### config.mk
export PLATFORM = sky130hd
export DESIGN_NAME = smcg_top
export DESIGN_NICKNAME = d
export VERILOG_FILES = /design/src/core/smcg_pkg.sv /design/src/core/smcg_rst_filt.sv /design/src/core/smcg_top.sv
export SDC_FILE = /design/constraint.sdc
export NUM_CORES = 1
export LEC_CHECK = 0
export BUFFER_PORTS_ARGS = -buffer_cell sky130_fd_sc_hd__buf_2
export CAP_MARGIN = 20
export CORE_MARGIN = 3
export CORE_UTILIZATION = 36
export CTS_BUF_LIST = sky130_fd_sc_hd__clkbuf_4 sky130_fd_sc_hd__clkbuf_8 sky130_fd_sc_hd__clkbuf_16
export DETAILED_ROUTE_END_ITERATION = 7
export HOLD_SLACK_MARGIN = 0.1
export PLACE_DENSITY_LB_ADDON = 0.05
export SYNTH_ARGS = -nofsm -noshare
export SYNTH_HDL_FRONTEND = slang
export SYNTH_SLANG_ARGS = --single-unit
export TNS_END_PERCENT = 5
### constraint.sdc
create_clock -name i_core_clk -period 3.57 [get_ports i_core_clk]
set_input_delay 0.357 -clock i_core_clk [delete_from_list [all_inputs] [get_ports i_core_clk]]
set_output_delay 0.357 -clock i_core_clk [all_outputs]
set_load 0.02 [all_outputs]
### src/core/smcg_pkg.sv
// Shared constants and types for the sleep mode clock gating block
package smcg_pkg;

  // Mode-select field codes; codes 3'h4 and 3'h5 are reserved
  localparam logic [2:0] MODE_IDLE    = 3'h0;
  localparam logic [2:0] MODE_ADC_NR  = 3'h1;
  localparam logic [2:0] MODE_PDOWN   = 3'h2;
  localparam logic [2:0] MODE_PSAVE   = 3'h3;
  localparam logic [2:0] MODE_STANDBY = 3'h6;
  localparam logic [2:0] MODE_EXT_SBY = 3'h7;
  localparam logic [2:0] MODE_RESET   = 3'h0;

  // Port geometry
  localparam int PORT_NUM   = 4;
  localparam int PORT_WIDTH = 8;

  // Least low time on the external reset pin, and its cycle count at 10 MHz
  localparam int CLK_PERIOD_NS = 100;
  localparam int RST_MIN_NS    = 500;
  localparam int RST_MIN_CYC   = (RST_MIN_NS + CLK_PERIOD_NS - 1) / CLK_PERIOD_NS;

  // Sequencer states
  typedef enum logic [1:0] {
    ST_ACTIVE,
    ST_SLEEP,
    ST_WAKE
  } smcg_state_e;

  // One enable per clock domain the block gates
  typedef struct packed {
    logic cpu;
    logic mem;
    logic timer;
    logic spi;
    logic io;
    logic adc;
    logic irq;
    logic async_tmr;
    logic osc;
  } smcg_clk_s;

  localparam smcg_clk_s CLK_ALL_ON = 9'h1ff;

  // Core-side control of one 8-bit port
  typedef struct packed {
    logic [PORT_WIDTH-1:0] dir;
    logic [PORT_WIDTH-1:0] out;
    logic [PORT_WIDTH-1:0] pull;
  } smcg_port_s;

  // Wake sources seen by the sequencer
  typedef struct packed {
    logic ext_irq;
    logic async_tmr;
    logic adc;
    logic periph;
  } smcg_wake_s;

endpackage : smcg_pkg

### src/core/smcg_rst_filt.sv
// External reset pin synchroniser and minimum pulse length filter
`timescale 1ns/1ps
`default_nettype none
module smcg_rst_filt
  import smcg_pkg::*;
#(
  parameter int MIN_CYC = RST_MIN_CYC
) (
  // Clock and reset
  input  wire logic i_core_clk,
  input  wire logic i_reset,
  // Pin
  input  wire logic i_ext_reset_n,
  // Filtered reset
  output logic      o_ext_reset
);

  logic       meta_r;
  logic       sync_r;
  logic [7:0] cnt_r;
  logic [7:0] cnt_nxt;
  logic       rst_r;
  logic       rst_nxt;

  // Low time is counted; a glitch shorter than MIN_CYC never resets
  always_comb begin
    cnt_nxt = cnt_r;
    rst_nxt = rst_r;
    if (sync_r) begin
      cnt_nxt = 8'h00;
      rst_nxt = 1'b0;
    end else if (cnt_r == 8'(MIN_CYC - 1)) begin
      rst_nxt = 1'b1;
    end else begin
      cnt_nxt = cnt_r + 8'h01;
    end
  end

  // Two flops ahead of the counter; pin idles high so resets to high
  always_ff @(posedge i_core_clk or posedge i_reset) begin
    if (i_reset) begin
      meta_r <= 1'b1;
      sync_r <= 1'b1;
      cnt_r  <= 8'h00;
      rst_r  <= 1'b0;
    end else begin
      meta_r <= i_ext_reset_n;
      sync_r <= meta_r;
      cnt_r  <= cnt_nxt;
      rst_r  <= rst_nxt;
    end
  end

  assign o_ext_reset = rst_r;
endmodule : smcg_rst_filt
`default_nettype wire

### src/core/smcg_top.sv
// Sleep mode sequencer, clock gating and port reset control
`timescale 1ns/1ps
`default_nettype none
module smcg_top
  import smcg_pkg::*;
#(
  parameter int MIN_CYC = RST_MIN_CYC
) (
  // Clock and reset
  input  wire logic                  i_core_clk,
  input  wire logic                  i_reset,
  input  wire logic                  i_ext_reset_n,
  // Sleep control from core
  input  wire logic                  i_sleep_req,
  input  wire logic                  i_sleep_en,
  input  wire logic [2:0]            i_mode_sel,
  input  wire smcg_wake_s            i_wake,
  // Clock enables and status
  output smcg_clk_s                  o_clk_en,
  output logic                       o_core_resume,
  output logic                       o_sleeping,
  output logic                       o_sys_reset,
  // Port control from core
  input  wire smcg_port_s [3:0]      i_port_ctl,
  // Port pins
  input  wire logic [PORT_WIDTH-1:0] i_first_port_pins,
  input  wire logic [PORT_WIDTH-1:0] i_second_port_pins,
  input  wire logic [PORT_WIDTH-1:0] i_third_port_pins,
  input  wire logic [PORT_WIDTH-1:0] i_fourth_port_pins,
  output logic [PORT_WIDTH-1:0]      o_first_port_pins,
  output logic [PORT_WIDTH-1:0]      o_second_port_pins,
  output logic [PORT_WIDTH-1:0]      o_third_port_pins,
  output logic [PORT_WIDTH-1:0]      o_fourth_port_pins,
  output logic [PORT_WIDTH-1:0]      o_first_port_pins_oe_n,
  output logic [PORT_WIDTH-1:0]      o_second_port_pins_oe_n,
  output logic [PORT_WIDTH-1:0]      o_third_port_pins_oe_n,
  output logic [PORT_WIDTH-1:0]      o_fourth_port_pins_oe_n,
  output logic [3:0][PORT_WIDTH-1:0] o_pullup_en,
  output logic [3:0][PORT_WIDTH-1:0] o_port_in
);

  // Clock enables for each mode
  function automatic smcg_clk_s mode_gates(input logic [2:0] mode);
    smcg_clk_s g;
    g = '0;
    case (mode)
      MODE_IDLE: begin
        g = CLK_ALL_ON;
        g.cpu = 1'b0;
      end
      MODE_ADC_NR: begin
        g.adc       = 1'b1;
        g.async_tmr = 1'b1;
        g.irq       = 1'b1;
        g.osc       = 1'b1;
      end
      MODE_PDOWN: g = '0;
      MODE_PSAVE: g.async_tmr = 1'b1;
      MODE_STANDBY: g.osc = 1'b1;
      MODE_EXT_SBY: begin
        g.osc       = 1'b1;
        g.async_tmr = 1'b1;
      end
      default: g = CLK_ALL_ON;
    endcase
    return g;
  endfunction : mode_gates

  // Which sources may end each mode; external interrupt ends all of them
  function automatic logic wake_ok(input logic [2:0] mode, input smcg_wake_s w);
    logic ok;
    ok = w.ext_irq;
    case (mode)
      MODE_IDLE:    ok = ok | w.periph | w.async_tmr | w.adc;
      MODE_ADC_NR:  ok = ok | w.async_tmr | w.adc;
      MODE_PSAVE:   ok = ok | w.async_tmr;
      MODE_EXT_SBY: ok = ok | w.async_tmr;
      default:      ok = ok;
    endcase
    return ok;
  endfunction : wake_ok

  // Reserved codes never put the device to sleep
  function automatic logic mode_valid(input logic [2:0] mode);
    return (mode != 3'h4) && (mode != 3'h5);
  endfunction : mode_valid

  logic        ext_rst;
  logic        rst_any;
  smcg_state_e state_r;
  smcg_state_e state_nxt;
  logic [2:0]  mode_r;
  logic [2:0]  mode_nxt;
  smcg_clk_s   clk_r;
  smcg_clk_s   clk_nxt;
  logic [3:0][PORT_WIDTH-1:0] out_r;
  logic [3:0][PORT_WIDTH-1:0] meta_r;
  logic [3:0][PORT_WIDTH-1:0] sync_r;
  logic [3:0][PORT_WIDTH-1:0] pins_in;
  logic [3:0][PORT_WIDTH-1:0] oe_n;

  smcg_rst_filt #(.MIN_CYC(MIN_CYC)) u_rst_filt (
    .i_core_clk    (i_core_clk),
    .i_reset       (i_reset),
    .i_ext_reset_n (i_ext_reset_n),
    .o_ext_reset   (ext_rst)
  );

  // Power-on reset acts without a clock; pin reset once filtered
  assign rst_any     = i_reset | ext_rst;
  assign o_sys_reset = rst_any;

  // Sleep sequencer: mode is latched on entry so later field writes cannot alter it
  always_comb begin
    state_nxt = state_r;
    mode_nxt  = mode_r;
    clk_nxt   = clk_r;
    if (ext_rst) begin
      state_nxt = ST_ACTIVE;
      clk_nxt   = CLK_ALL_ON;
    end else begin
      case (state_r)
        ST_ACTIVE: begin
          if (i_sleep_req && i_sleep_en && mode_valid(i_mode_sel)) begin
            state_nxt = ST_SLEEP;
            mode_nxt  = i_mode_sel;
            clk_nxt   = mode_gates(i_mode_sel);
          end
        end
        ST_SLEEP: begin
          if (wake_ok(mode_r, i_wake)) begin
            state_nxt = ST_WAKE;
            clk_nxt   = CLK_ALL_ON;
          end
        end
        ST_WAKE: state_nxt = ST_ACTIVE;
        default: begin
          state_nxt = ST_ACTIVE;
          clk_nxt   = CLK_ALL_ON;
        end
      endcase
    end
  end

  always_ff @(posedge i_core_clk or posedge i_reset) begin
    if (i_reset) begin
      state_r <= ST_ACTIVE;
      mode_r  <= MODE_RESET;
      clk_r   <= CLK_ALL_ON;
    end else begin
      state_r <= state_nxt;
      mode_r  <= mode_nxt;
      clk_r   <= clk_nxt;
    end
  end

  assign o_clk_en      = clk_r;
  assign o_sleeping    = (state_r == ST_SLEEP);
  assign o_core_resume = (state_r == ST_WAKE);

  // Pin inputs pass two flops; output data is registered
  assign pins_in = {i_fourth_port_pins, i_third_port_pins, i_second_port_pins, i_first_port_pins};

  always_ff @(posedge i_core_clk or posedge i_reset) begin
    if (i_reset) begin
      meta_r <= '0;
      sync_r <= '0;
      out_r  <= '0;
    end else begin
      meta_r <= pins_in;
      sync_r <= meta_r;
      for (int p = 0; p < PORT_NUM; p++) begin
        out_r[p] <= i_port_ctl[p].out;
      end
    end
  end

  // Enables and pull-ups are gated by the reset level itself, so pins float on power-on reset without a clock
  always_comb begin
    for (int p = 0; p < PORT_NUM; p++) begin
      oe_n[p]        = ~(i_port_ctl[p].dir & {PORT_WIDTH{~rst_any}});
      o_pullup_en[p] = i_port_ctl[p].pull & ~i_port_ctl[p].dir & {PORT_WIDTH{~rst_any}};
    end
  end

  assign o_port_in               = sync_r;
  assign o_first_port_pins       = out_r[0];
  assign o_second_port_pins      = out_r[1];
  assign o_third_port_pins       = out_r[2];
  assign o_fourth_port_pins      = out_r[3];
  assign o_first_port_pins_oe_n  = oe_n[0];
  assign o_second_port_pins_oe_n = oe_n[1];
  assign o_third_port_pins_oe_n  = oe_n[2];
  assign o_fourth_port_pins_oe_n = oe_n[3];
endmodule : smcg_top
`default_nettype wire

# Word level (Yosys, flattened, before mapping)
# Index checks and enable logic that the tools add are counted.
[op_classes]
n_addsub = 1
n_eq_ne = 17
muxes = 19
bitwise = 28
reduce_logical = 15
[ops]
columns = ["cell", "count"]
rows = [
  ["$and A8 B8 Y8", 12],
  ["$not A8 Y8", 8],
  ["$mux W9", 3],
  ["$pmux W9 S3", 1],
  ["$mux W8", 2],
  ["$pmux W5 S2", 1],
  ["$eq A3 B2 Y1 const B", 3],
  ["$eq A3 B3 Y1 const B", 3],
  ["$add A8 B1 Y8 const B", 1],
  ["$eq A8 B3 Y1 const B", 1],
  ["$mux W2", 4],
  ["$eq A3 B1 Y1 const B", 2],
  ["$logic_not A3 Y1", 2],
  ["$mux W1", 6],
  ["$ne A3 B3 Y1 const B", 2],
  ["$or A1 B1 Y1", 6],
  ["$reduce_and A3 Y1", 2],
  ["$reduce_or A2 Y1", 3],
  ["$reduce_or A5 Y1", 1],
  ["$ne A2 B1 Y1 const B", 2],
  ["$pmux W2 S2", 1],
  ["$reduce_or A4 Y1", 1],
  ["$logic_and A1 B1 Y1", 3],
  ["$ne A3 B1 Y1 const B", 1],
  ["other kinds (8)", 9],
]
[totals]
regBits = 121
word_cells = 107

# Longest topological paths before layout
# Gate-level depths: netlist of the first run.
[depth]
depth_word = 9
depth_mapped = 6

# By module
# A second synthesis of the first run with hierarchy kept.
[unflattened]
hier_cells = 275
hier_area_um2 = 3938.8
[by_module_without_submodules]
columns = ["mod", "instances", "cells_each", "area_per_inst_um2", "seq_area_each_um2"]
rows = [
  ["smcg_top", 1, 226, 3393.3, 2658.8],
  ["smcg_rst_filt", 1, 49, 545.5, 277.8],
]

# Worst setup path before layout of the first run
# OpenSTA, ideal clock, no wires.
[synth_timing]
path_kind = "flip-flop to output port"
from = "register u_rst_filt.rst_r, in the netlist u_rst_filt.o_ext_reset"
to = "output port o_pullup_en[21] in the netlist's numbering"
arrival_time_ps = 1458
path_slack_ps = 1755
stages_incl_launch_ff = 6
path_cell_list = "dfrtp_1 -> buf_6 -> nor2_4 -> inv_1 -> buf_2 -> nor3b_1"
[synth_lines]
columns = ["element", "line", "rtl"]
rows = [
  ["start: declaration", "smcg_rst_filt.sv:22", "logic rst_r;"],
  ["start signal: assignment", "smcg_rst_filt.sv:50", "rst_r <= rst_nxt;"],
  ["end: declaration", "smcg_top.sv:38", "output logic [3:0][PORT_WIDTH-1:0] o_pullup_en,"],
]

==> run summary, run 1 <==
Critical path class: flip-flop to output pin
CTS HTree Levels: 4
CTS root buf: clkbuf_8
CTS tree: yes
Gr ovfl total: 0
Vias in the first global route: 3509
Drt total wl: 12080 microns
Die Wd: 109.9 microns
Final Net Count: 766
Overall Global Routing Usage: 20.04%
Setup violations, final: 0
CP Capture Type: output pin
Port Buf Inserts: 279
Syn Std Cell Area: 3886 sq um
Leakage: 3.436 nW
Die H: 109.9 microns
Ys async rst share: 100.0%
Via Count: 3405
Syn Area/Cell: 14.39 sq um
Number of DRC markers in iteration 0: 154
Final instance area: 6739 sq um
Worst vdd ir: 487.9 uV
Tmin final: 2.967 ns
Placed instance area: 5414 sq um
Worst-path maximum fanout: 33
Final Hold Viols: 0
Worst slack, placed: 1.128 ns
Initial Util: 37.31%
RSZ-0062 raised after global routing: false
Top-level port count: 280
Core area: 10420 sq um
Area Growth Syn to Fin: 73.41%
Commonest non-fill, non-tap cell in the layout: buf_2
First-pass GRT wire length: 17840 microns
Syn Nets: 412
Ys flop type: dfrtp_1
DRC Markers: 0
Clock tree buffer depth: 2
Max_slew headroom: 32.41%
FMAX: 0.3371 GHz
Skew final: 0.006334 ns
Flops & latches, synth: 117
WL/cell: 15.60 microns
Worst hold path type: input port to flip-flop
Crit path required time: 3.21 ns
Startpoint types: flip-flop
Pwr per Cell Area: 591.8 nW/um^2
Mapped Cells: 270
Initial antenna violation count: 0
Core Rows: 37
Setup_tns: 0 ns
Layout cells sized above 1: 51.81%
Critical Path AT: 2.61 ns
Sequential share of the synthesized area: 75.56%
Yosys cell types: 40
Post-cts gate resize count: 0
CTS Sinks: 117
DP HPWL: 8693 microns
Gpl congestion: 0.9303
Setup repair bufs after CTS: 0
Slew @ Worst Pin: 1.013 ns
Max-cap violation count: 0
Via density: 4.399
Outcome: complete, no violations
Largest net degree at the start of global routing: 68
Die ar.: 12080 sq um
Worst setup margin: 0.6031 ns
Inserted Clock Buffers: 17
Utilization after layout: 64.70%
Commonest cells after routing, fill and taps aside: 279 x buf_2, 110 x dfrtp_1, 66 x dlygate4sd3_1, 37 x nand2_1, 32 x nor3b_1
Clock latency on the worst-skew pair: 0.50 ns
DR pass1 iterations: 4
Fin. max-slew vios: 0
Fin crit share: 83.11%
Remaining antenna violation count: 0
Synth warn: 0
Clock-pin slew on the worst setup and hold paths: 0.05 ns
Number of synthesized flops with an enable pin: 0
[cell usage after synthesis (2+ instances only)]
library cell / count / area, sq um
and3_1: 3 / 18.77
nand3_1: 4 / 20.02
ha_1: 2 / 25.02
dfstp_2: 7 / 183.9
xnor2_1: 2 / 17.52
xor2_1: 3 / 26.28
o21ai_1: 2 / 10.01
clkbuf_1: 2 / 7.510
o31a_1: 2 / 17.52
nor2_1: 13 / 48.80
o21ai_0: 2 / 10.01
dfrtp_1: 110 / 2753
o311a_1: 2 / 20.02
mux2_4: 2 / 30.03
buf_1: 4 / 15.01
nor3b_1: 32 / 240.2
inv_1: 9 / 33.78
mux2i_1: 3 / 30.03
a21oi_1: 2 / 10.01
or3_1: 3 / 18.77
nor2b_1: 3 / 18.77
nand2_1: 37 / 138.9
buf_4: 4 / 30.03
[sequential cells by signal, summed over array words and instances, names as in the netlist, 3 cells and up]
| register | cells |
|---|---|
| mode_r | 3 |
| o_port_in | 32 |
| o_third_port_pins | 8 |
| u_rst_filt.cnt_r | 8 |
| o_fourth_port_pins | 8 |
| meta_r | 32 |
| o_clk_en | 5 |
| o_first_port_pins | 8 |
| o_second_port_pins | 8 |
[final timing paths]
path	start	end	slack [ns]	cells after the start
max	u_rst_filt.o_ext_reset$_DFFE_PP0P_	o_pullup_en[31]	0.60	5
min	i_mode_sel[0]	mode_r[0]$_DFFE_PP0P_	0.15	2
max reg2reg	u_rst_filt.o_ext_reset$_DFFE_PP0P_	mode_r[0]$_DFFE_PP0P_	1.99	3
min reg2reg	meta_r[30]$_DFF_PP0_	o_port_in[30]$_DFF_PP0_	0.35	0
max in group asynchronous	i_reset	u_rst_filt.sync_r$_DFF_PP1_	2.26	4
min in group asynchronous	i_reset	o_port_in[0]$_DFF_PP0_	0.52	3
[cells by family (layout without fill, tap and decap cells)]
| family | after synthesis | count (layout) | synth area share (%) |
|---|---|---|---|
| flops | 117 | 117 | 75.56 |
| simple gates | 104 | 104 | 15.42 |
| buf+inv | 21 | 388 | 2.640 |
| compound gates | 16 | 16 | 3.059 |
| xor+xnor | 5 | 5 | 1.127 |
| mux | 5 | 5 | 1.545 |
| fa+ha+maj | 2 | 2 | 0.6438 |
| other cells | 0 | 1 | 0 |
[power breakdown]
group / switching [mW] / internal (mW)
Combinational: 0.362 / 0.270
Sequential: 0.0580 / 1.44
Clock: 0.602 / 1.25
Total: 1.02 / 2.97
[routing by layer]
metal  track usage (%)  routed length [microns]  vias up
li1                  -                        -     1603
met1             23.34                     4703     1631
met2             33.06                     6026      154
met3             8.749                     1164       17
met4             6.857                      183        0
met5                 0                        0        -
[critical path: stages, from the launching register on]
cell	delay (ns)
dfrtp_1	0.53
nor2_4	0.13
buf_4	0.32
inv_1	0.52
nor3b_1	0.37
buf_2	0.22
[through the flow]
stage          hold WS [ns]  instances  power, mW
2_1_floorplan        0.3312        270      1.883
3_3_place_gp         0.3311        675      2.099
3_5_place_dp         0.3347        675      2.103
4_1_cts              0.1233        773      4.019
5_1_grt              0.1314        773      4.165
6_report             0.1458        774      3.988
[cell type report]
cell class                 count  area [sq um]
inverter                       9         36.28
fill                         783          3677
tap                          136         170.2
sequential                   117          2937
clock buffer                  19         441.7
antenna                        1         2.502
clock inverter                13         220.2
multi-input combinational    132         847.1
timing repair buffer         347          2085
[what timing repair did]
item	CTS	global route
hold endpoints to repair	115	0
setup endpoints to repair	0	0
hold buffers	66	0
No activity file was read; power rests on OpenSTA's default activity.
==> run 2: changes to the inputs <==
Clock period 3.57 ns to 2.4 ns, I/O delays scaled along.
==> run 2 against run 1 <==
Effect of this change: via count shrank 0.15%; power grew 36%; sequential cell count is the same; register-to-register slack lost 1.1 ns; setup slack lost 0.34 ns; combinational power grew 50%; first-iteration DRC count shrank 7.8%; final cell count grew 0.52%; wire length shrank 4.7%; critical path depth is the same; utilization shrank 0.66 points; clock skew grew 0.0015 ns.
==> run summary, run 2 (synthesis results as in run 1) <==
First-pass GRT wire length: 16960 microns
Crit path required time: 2.16 ns
CTS Sinks: 117
DP HPWL: 8161 microns
Layout cells sized above 1: 51.56%
Critical path class: flip-flop to output pin
Core area: 10420 sq um
Worst hold path depth: 4
Clock tree buffer depth: 2
Top-level port count: 280
Gr ovfl total: 0
CTS root buf: clkbuf_8
CTS HTree Levels: 4
Core Rows: 37
Leakage: 3.388 nW
Drt total wl: 11510 microns
N_diodes: 0
Register-to-register setup slack: 0.89 ns
Worst setup margin: 0.2666 ns
Worst vdd ir: 546.3 uV
FF-to-FF path depth: 6
Vias in the first global route: 3440
Final instance area: 6670 sq um
Hold worst-path end: state_r[0]$_DFFE_PP0P_
Final Hold Viols: 0
Non-Filler Instances: 778
Outcome: complete, no violations
RR Endpoint: u_rst_filt.cnt_r[3]$_DFFE_PP0P_
Initial Util: 37.31%
CP Capture Type: output pin
Remaining antenna violation count: 0
Post-Place Cells: 676
Overall Global Routing Usage: 18.97%
Critical Path AT: 1.89 ns
Inserted Clock Buffers: 17
Via Count: 3400
Worst-path maximum fanout: 33
Max_slew headroom: 60.19%
DR pass1 iterations: 4
Clock latency on the worst-skew pair: 0.50 ns
Worst Min Path Start: i_wake[1]
Largest net degree at the start of global routing: 118
Die Wd: 109.9 microns
Startpoint types: flip-flop
Post-CTS Hold Fix Bufs: 70
FMAX: 0.4687 GHz
Setup_tns: 0 ns
Via density: 4.370
Initial antenna violation count: 0
CTS tree: yes
Worst hold path type: input port to flip-flop
Clock-pin slew on the worst setup and hold paths: 0.06 ns
# fillers: 789
Pwr per Cell Area: 813.7 nW/um^2
Worst slack, placed: 0.7864 ns
Fin crit share: 88.89%
Gpl congestion: 0.8787
Commonest cells after routing, fill and taps aside: 279 x buf_2, 110 x dfrtp_1, 70 x dlygate4sd3_1, 37 x nand2_1, 32 x nor3b_1
Die H: 109.9 microns
Setup repair bufs after CTS: 0
Placed instance area: 5423 sq um
R2R Path Start: u_rst_filt.cnt_r[0]$_DFFE_PP0P_
Slew @ Worst Pin: 0.5971 ns
DRC Markers: 0
WL/cell: 14.80 microns
Post-cts gate resize count: 0
Final Net Count: 771
Skew final: 0.007868 ns
Tmin final: 2.133 ns
RSZ-0062 raised after global routing: false
Setup violations, final: 0
Area Growth Syn to Fin: 71.64%
Number of DRC markers in iteration 0: 142
Fin. max-slew vios: 0
Commonest non-fill, non-tap cell in the layout: buf_2
Port Buf Inserts: 279
Max-cap violation count: 0
Die ar.: 12080 sq um
[run 2: worst max-delay path by stage]
stage,endpoint,slack [ns],start,cells past startpoint
global placement,o_pullup_en[21],0.80,u_rst_filt.o_ext_reset$_DFFE_PP0P_,5
finish,o_pullup_en[5],0.27,u_rst_filt.o_ext_reset$_DFFE_PP0P_,5
floorplan,o_pullup_en[21],0.70,u_rst_filt.o_ext_reset$_DFFE_PP0P_,5
detailed placement,o_pullup_en[21],0.79,u_rst_filt.o_ext_reset$_DFFE_PP0P_,5
CTS,o_pullup_en[21],0.24,u_rst_filt.o_ext_reset$_DFFE_PP0P_,5
global route,o_pullup_en[21],0.11,u_rst_filt.o_ext_reset$_DFFE_PP0P_,5
[run 2: report_power, final]
group | switching, mW | internal, mW | total (mW)
registers | 0.0861 | 2.15 | 2.23
clock network | 0.921 | 1.32 | 2.24
logic | 0.542 | 0.409 | 0.951
[run 2: cell type report]
type | count | area (sq um) | area share (%)
flip-flops and latches | 117 | 2937 | 44.03
repair buffers | 352 | 2132 | 31.96
multi-input cells | 132 | 847.1 | 12.70
clock buffers | 18 | 427.9 | 6.415
well taps | 136 | 170.2 | 2.551
clock inverters | 14 | 118.9 | 1.782
inverters | 9 | 37.54 | 0.5627
[run 2: critical path, cell delays in order (launching register included)]
cell	delay, ns
dfrtp_1	0.49
nor2_4	0.12
inv_1	0.04
buf_4	0.23
nor3b_1	0.29
buf_2	0.21
[run 2: per-layer routing]
metal  vias to the layer above  GRT usage [%]  routed length, microns
met1                      1597          19.81                    4171
met5                         -              0                       0
li1                       1607              -                       -
met3                        18          8.280                    1177
met4                         0          7.747                     234
met2                       178          33.23                    5927
[run 2: stage by stage]
step / util [%] / hold slack, ns / total power, mW
3_5_place_dp: 52.06 / 0.3355 / 3.135
3_3_place_gp: 52.06 / 0.3316 / 3.126
5_1_grt: 64.04 / 0.2449 / 5.702
2_1_floorplan: - / 0.2445 / 2.801
6_report: 64.04 / 0.2116 / 5.428
4_1_cts: 64.04 / 0.1919 / 5.496
==> run 3: changes to the inputs <==
Clock period 2.4 ns to 1.8 ns, I/O delays scaled along.
==> run 3 against run 2 <==
Effect of this change: highest routed layer unchanged; critical path type unchanged; the flow now finishes with violations (negative setup slack); first-iteration DRC count decreased by 11%; sequential power is 34% higher; setup slack worse by 0.30 ns.
==> run summary, run 3 (synthesis results as in run 1) <==
Remaining antenna violation count: 0
Commonest non-fill, non-tap cell in the layout: buf_2
Slew @ Worst Pin: 0.3835 ns
CP Capture Type: output pin
RSZ-0062 raised after global routing: true
Outcome: complete, but fails checks
CP max stage delay: 0.42 ns
Fin. max-slew vios: 0
Clock latency on the worst-skew pair: 0.49 ns
Largest net degree at the start of global routing: 50
Worst path bufs/invs: 3
Number of DRC markers in iteration 0: 126
Crit path required time: 1.62 ns
Clock tree buffer depth: 2
Layout cells sized above 1: 56.19%
Max-cap violation count: 0
CTS root buf: clkbuf_8
Inserted Clock Buffers: 17
Post-Place Cells: 678
Worst vdd ir: 788.7 uV
DR pass1 iterations: 4
Port Buf Inserts: 279
Worst setup margin: -0.03246 ns
Final Hold Viols: 0
Worst hold path type: input port to flip-flop
GRT met3 Usage: 6.870%
Area Growth Syn to Fin: 80.10%
Die ar.: 12080 sq um
Setup_tns: -0.1387 ns
Skew final: 0.009028 ns
Gpl congestion: 0.9166
DRC Markers: 0
FMAX: 0.5457 GHz
CP top delay family: buffers and inverters
Non-Filler Instances: 782
Placed instance area: 5438 sq um
CTS Sinks: 117
Max_slew headroom: 74.43%
Gr ovfl total: 0
Via Count: 3501
Pwr per Cell Area: 1076 nW/um^2
Startpoint types: flip-flop
First-pass GRT wire length: 17480 microns
Setup violations, final: 7
Grt peak-use layer: met2
Die H: 109.9 microns
Total Power: 7.531 mW
CTS HTree Levels: 4
Final instance area: 6999 sq um
Fin crit share: 101.8%
Critical path's slowest cell: dfrtp_2
Drt total wl: 12110 microns
Initial antenna violation count: 0
WL/cell: 15.48 microns
Critical Path AT: 1.65 ns
Tmin final: 1.832 ns
Worst-path maximum fanout: 17
Overall Global Routing Usage: 19.58%
Leakage: 3.501 nW
Via density: 4.477
Final Net Count: 775
Met2 Track Usage GR: 36.35%
Cell Chain, Critical Path: nor2_4 > inv_4 > buf_12 > nor3b_1 > buf_2
Failing checks: negative setup slack
CTS tree: yes
DP HPWL: 8535 microns
Top-level port count: 280
Critical path class: flip-flop to output pin
Core Rows: 37
Clock-pin slew on the worst setup and hold paths: 0.05 ns
Die Wd: 109.9 microns
N_diodes: 0
M1 GR Usage: 19.66%
Vias in the first global route: 3614
# fillers: 747
Commonest cells after routing, fill and taps aside: 252 x buf_2, 109 x dfrtp_1, 70 x dlygate4sd3_1, 37 x nand2_1, 27 x buf_4
Core area: 10420 sq um
Initial Util: 37.31%
==> run 3: layout make-up <==
cell class	count	area [sq um]	area share (%)
Timing Repair Buffer	356	2277	32.53
Clock buffer	21	450.4	6.435
Clock inverter	11	127.6	1.823
Tap cell	136	170.2	2.431
Sequential cell	117	2938	41.97
Multi-Input combinational cell	132	996.0	14.23
Inverter	9	40.04	0.5720
==> run 3: metal layers <==
layer	up-vias	share of wire, %
li1	1624	-
met1	1670	35
met2	188	54
met3	19	9.3
met4	0	2.0
met5	-	0
==> run 3: worst reg2reg max path: stages, from the launching register on <==
cell and delay (ns):
dfrtp_2 0.42, buf_4 0.17, nor3_2 0.17, nor3b_4 0.37
mux2_4 0.33
==> run 3: power by group <==
part | switching, mW | total [mW] | leakage, nW | internal, mW
clock | 1.14 | 3.19 | 0.279 | 2.06
sequential | 0.116 | 2.98 | 1.38 | 2.87
combinational | 0.759 | 1.35 | 1.84 | 0.595
total | 2.01 | 7.53 | 3.50 | 5.52
==> run 3: timing repair <==
item	4_1_cts	5_1_grt
hold endpoints to repair	155	0
cloned	1	0
gates resized for setup	50	17
buffers inserted	1	0
hold buffers	70	0
pin swaps	15	1
setup endpoints to repair	65	56
==> run 3: worst paths after layout <==
path / startpoint / end / slack (ns) / depth (start not counted)
min in group asynchronous: i_reset / o_port_in[26]$_DFF_PP0_ / 0.28 / 3
max in group asynchronous: i_reset / o_port_in[2]$_DFF_PP0_ / 0.84 / 4
max: u_rst_filt.o_ext_reset$_DFFE_PP0P_ / o_pullup_en[11] / -0.03 / 5
max reg2reg: u_rst_filt.o_ext_reset$_DFFE_PP0P_ / mode_r[2]$_DFFE_PP0P_ / 0.23 / 4
min reg2reg: meta_r[9]$_DFF_PP0_ / o_port_in[9]$_DFF_PP0_ / 0.34 / 0
min: i_wake[1] / state_r[0]$_DFFE_PP0P_ / 0.17 / 4
==> run 3: metrics by stage <==
stage	worst slack (ns)	hold slack (ns)	utilization (%)
2_1_floorplan	0.1623	0.1845	-
3_3_place_gp	0.2289	0.2154	52.20
3_5_place_dp	0.2029	0.2122	52.20
4_1_cts	-0.05184	0.1397	66.52
5_1_grt	-0.1254	0.1942	67.20
6_report	-0.03246	0.1716	67.20
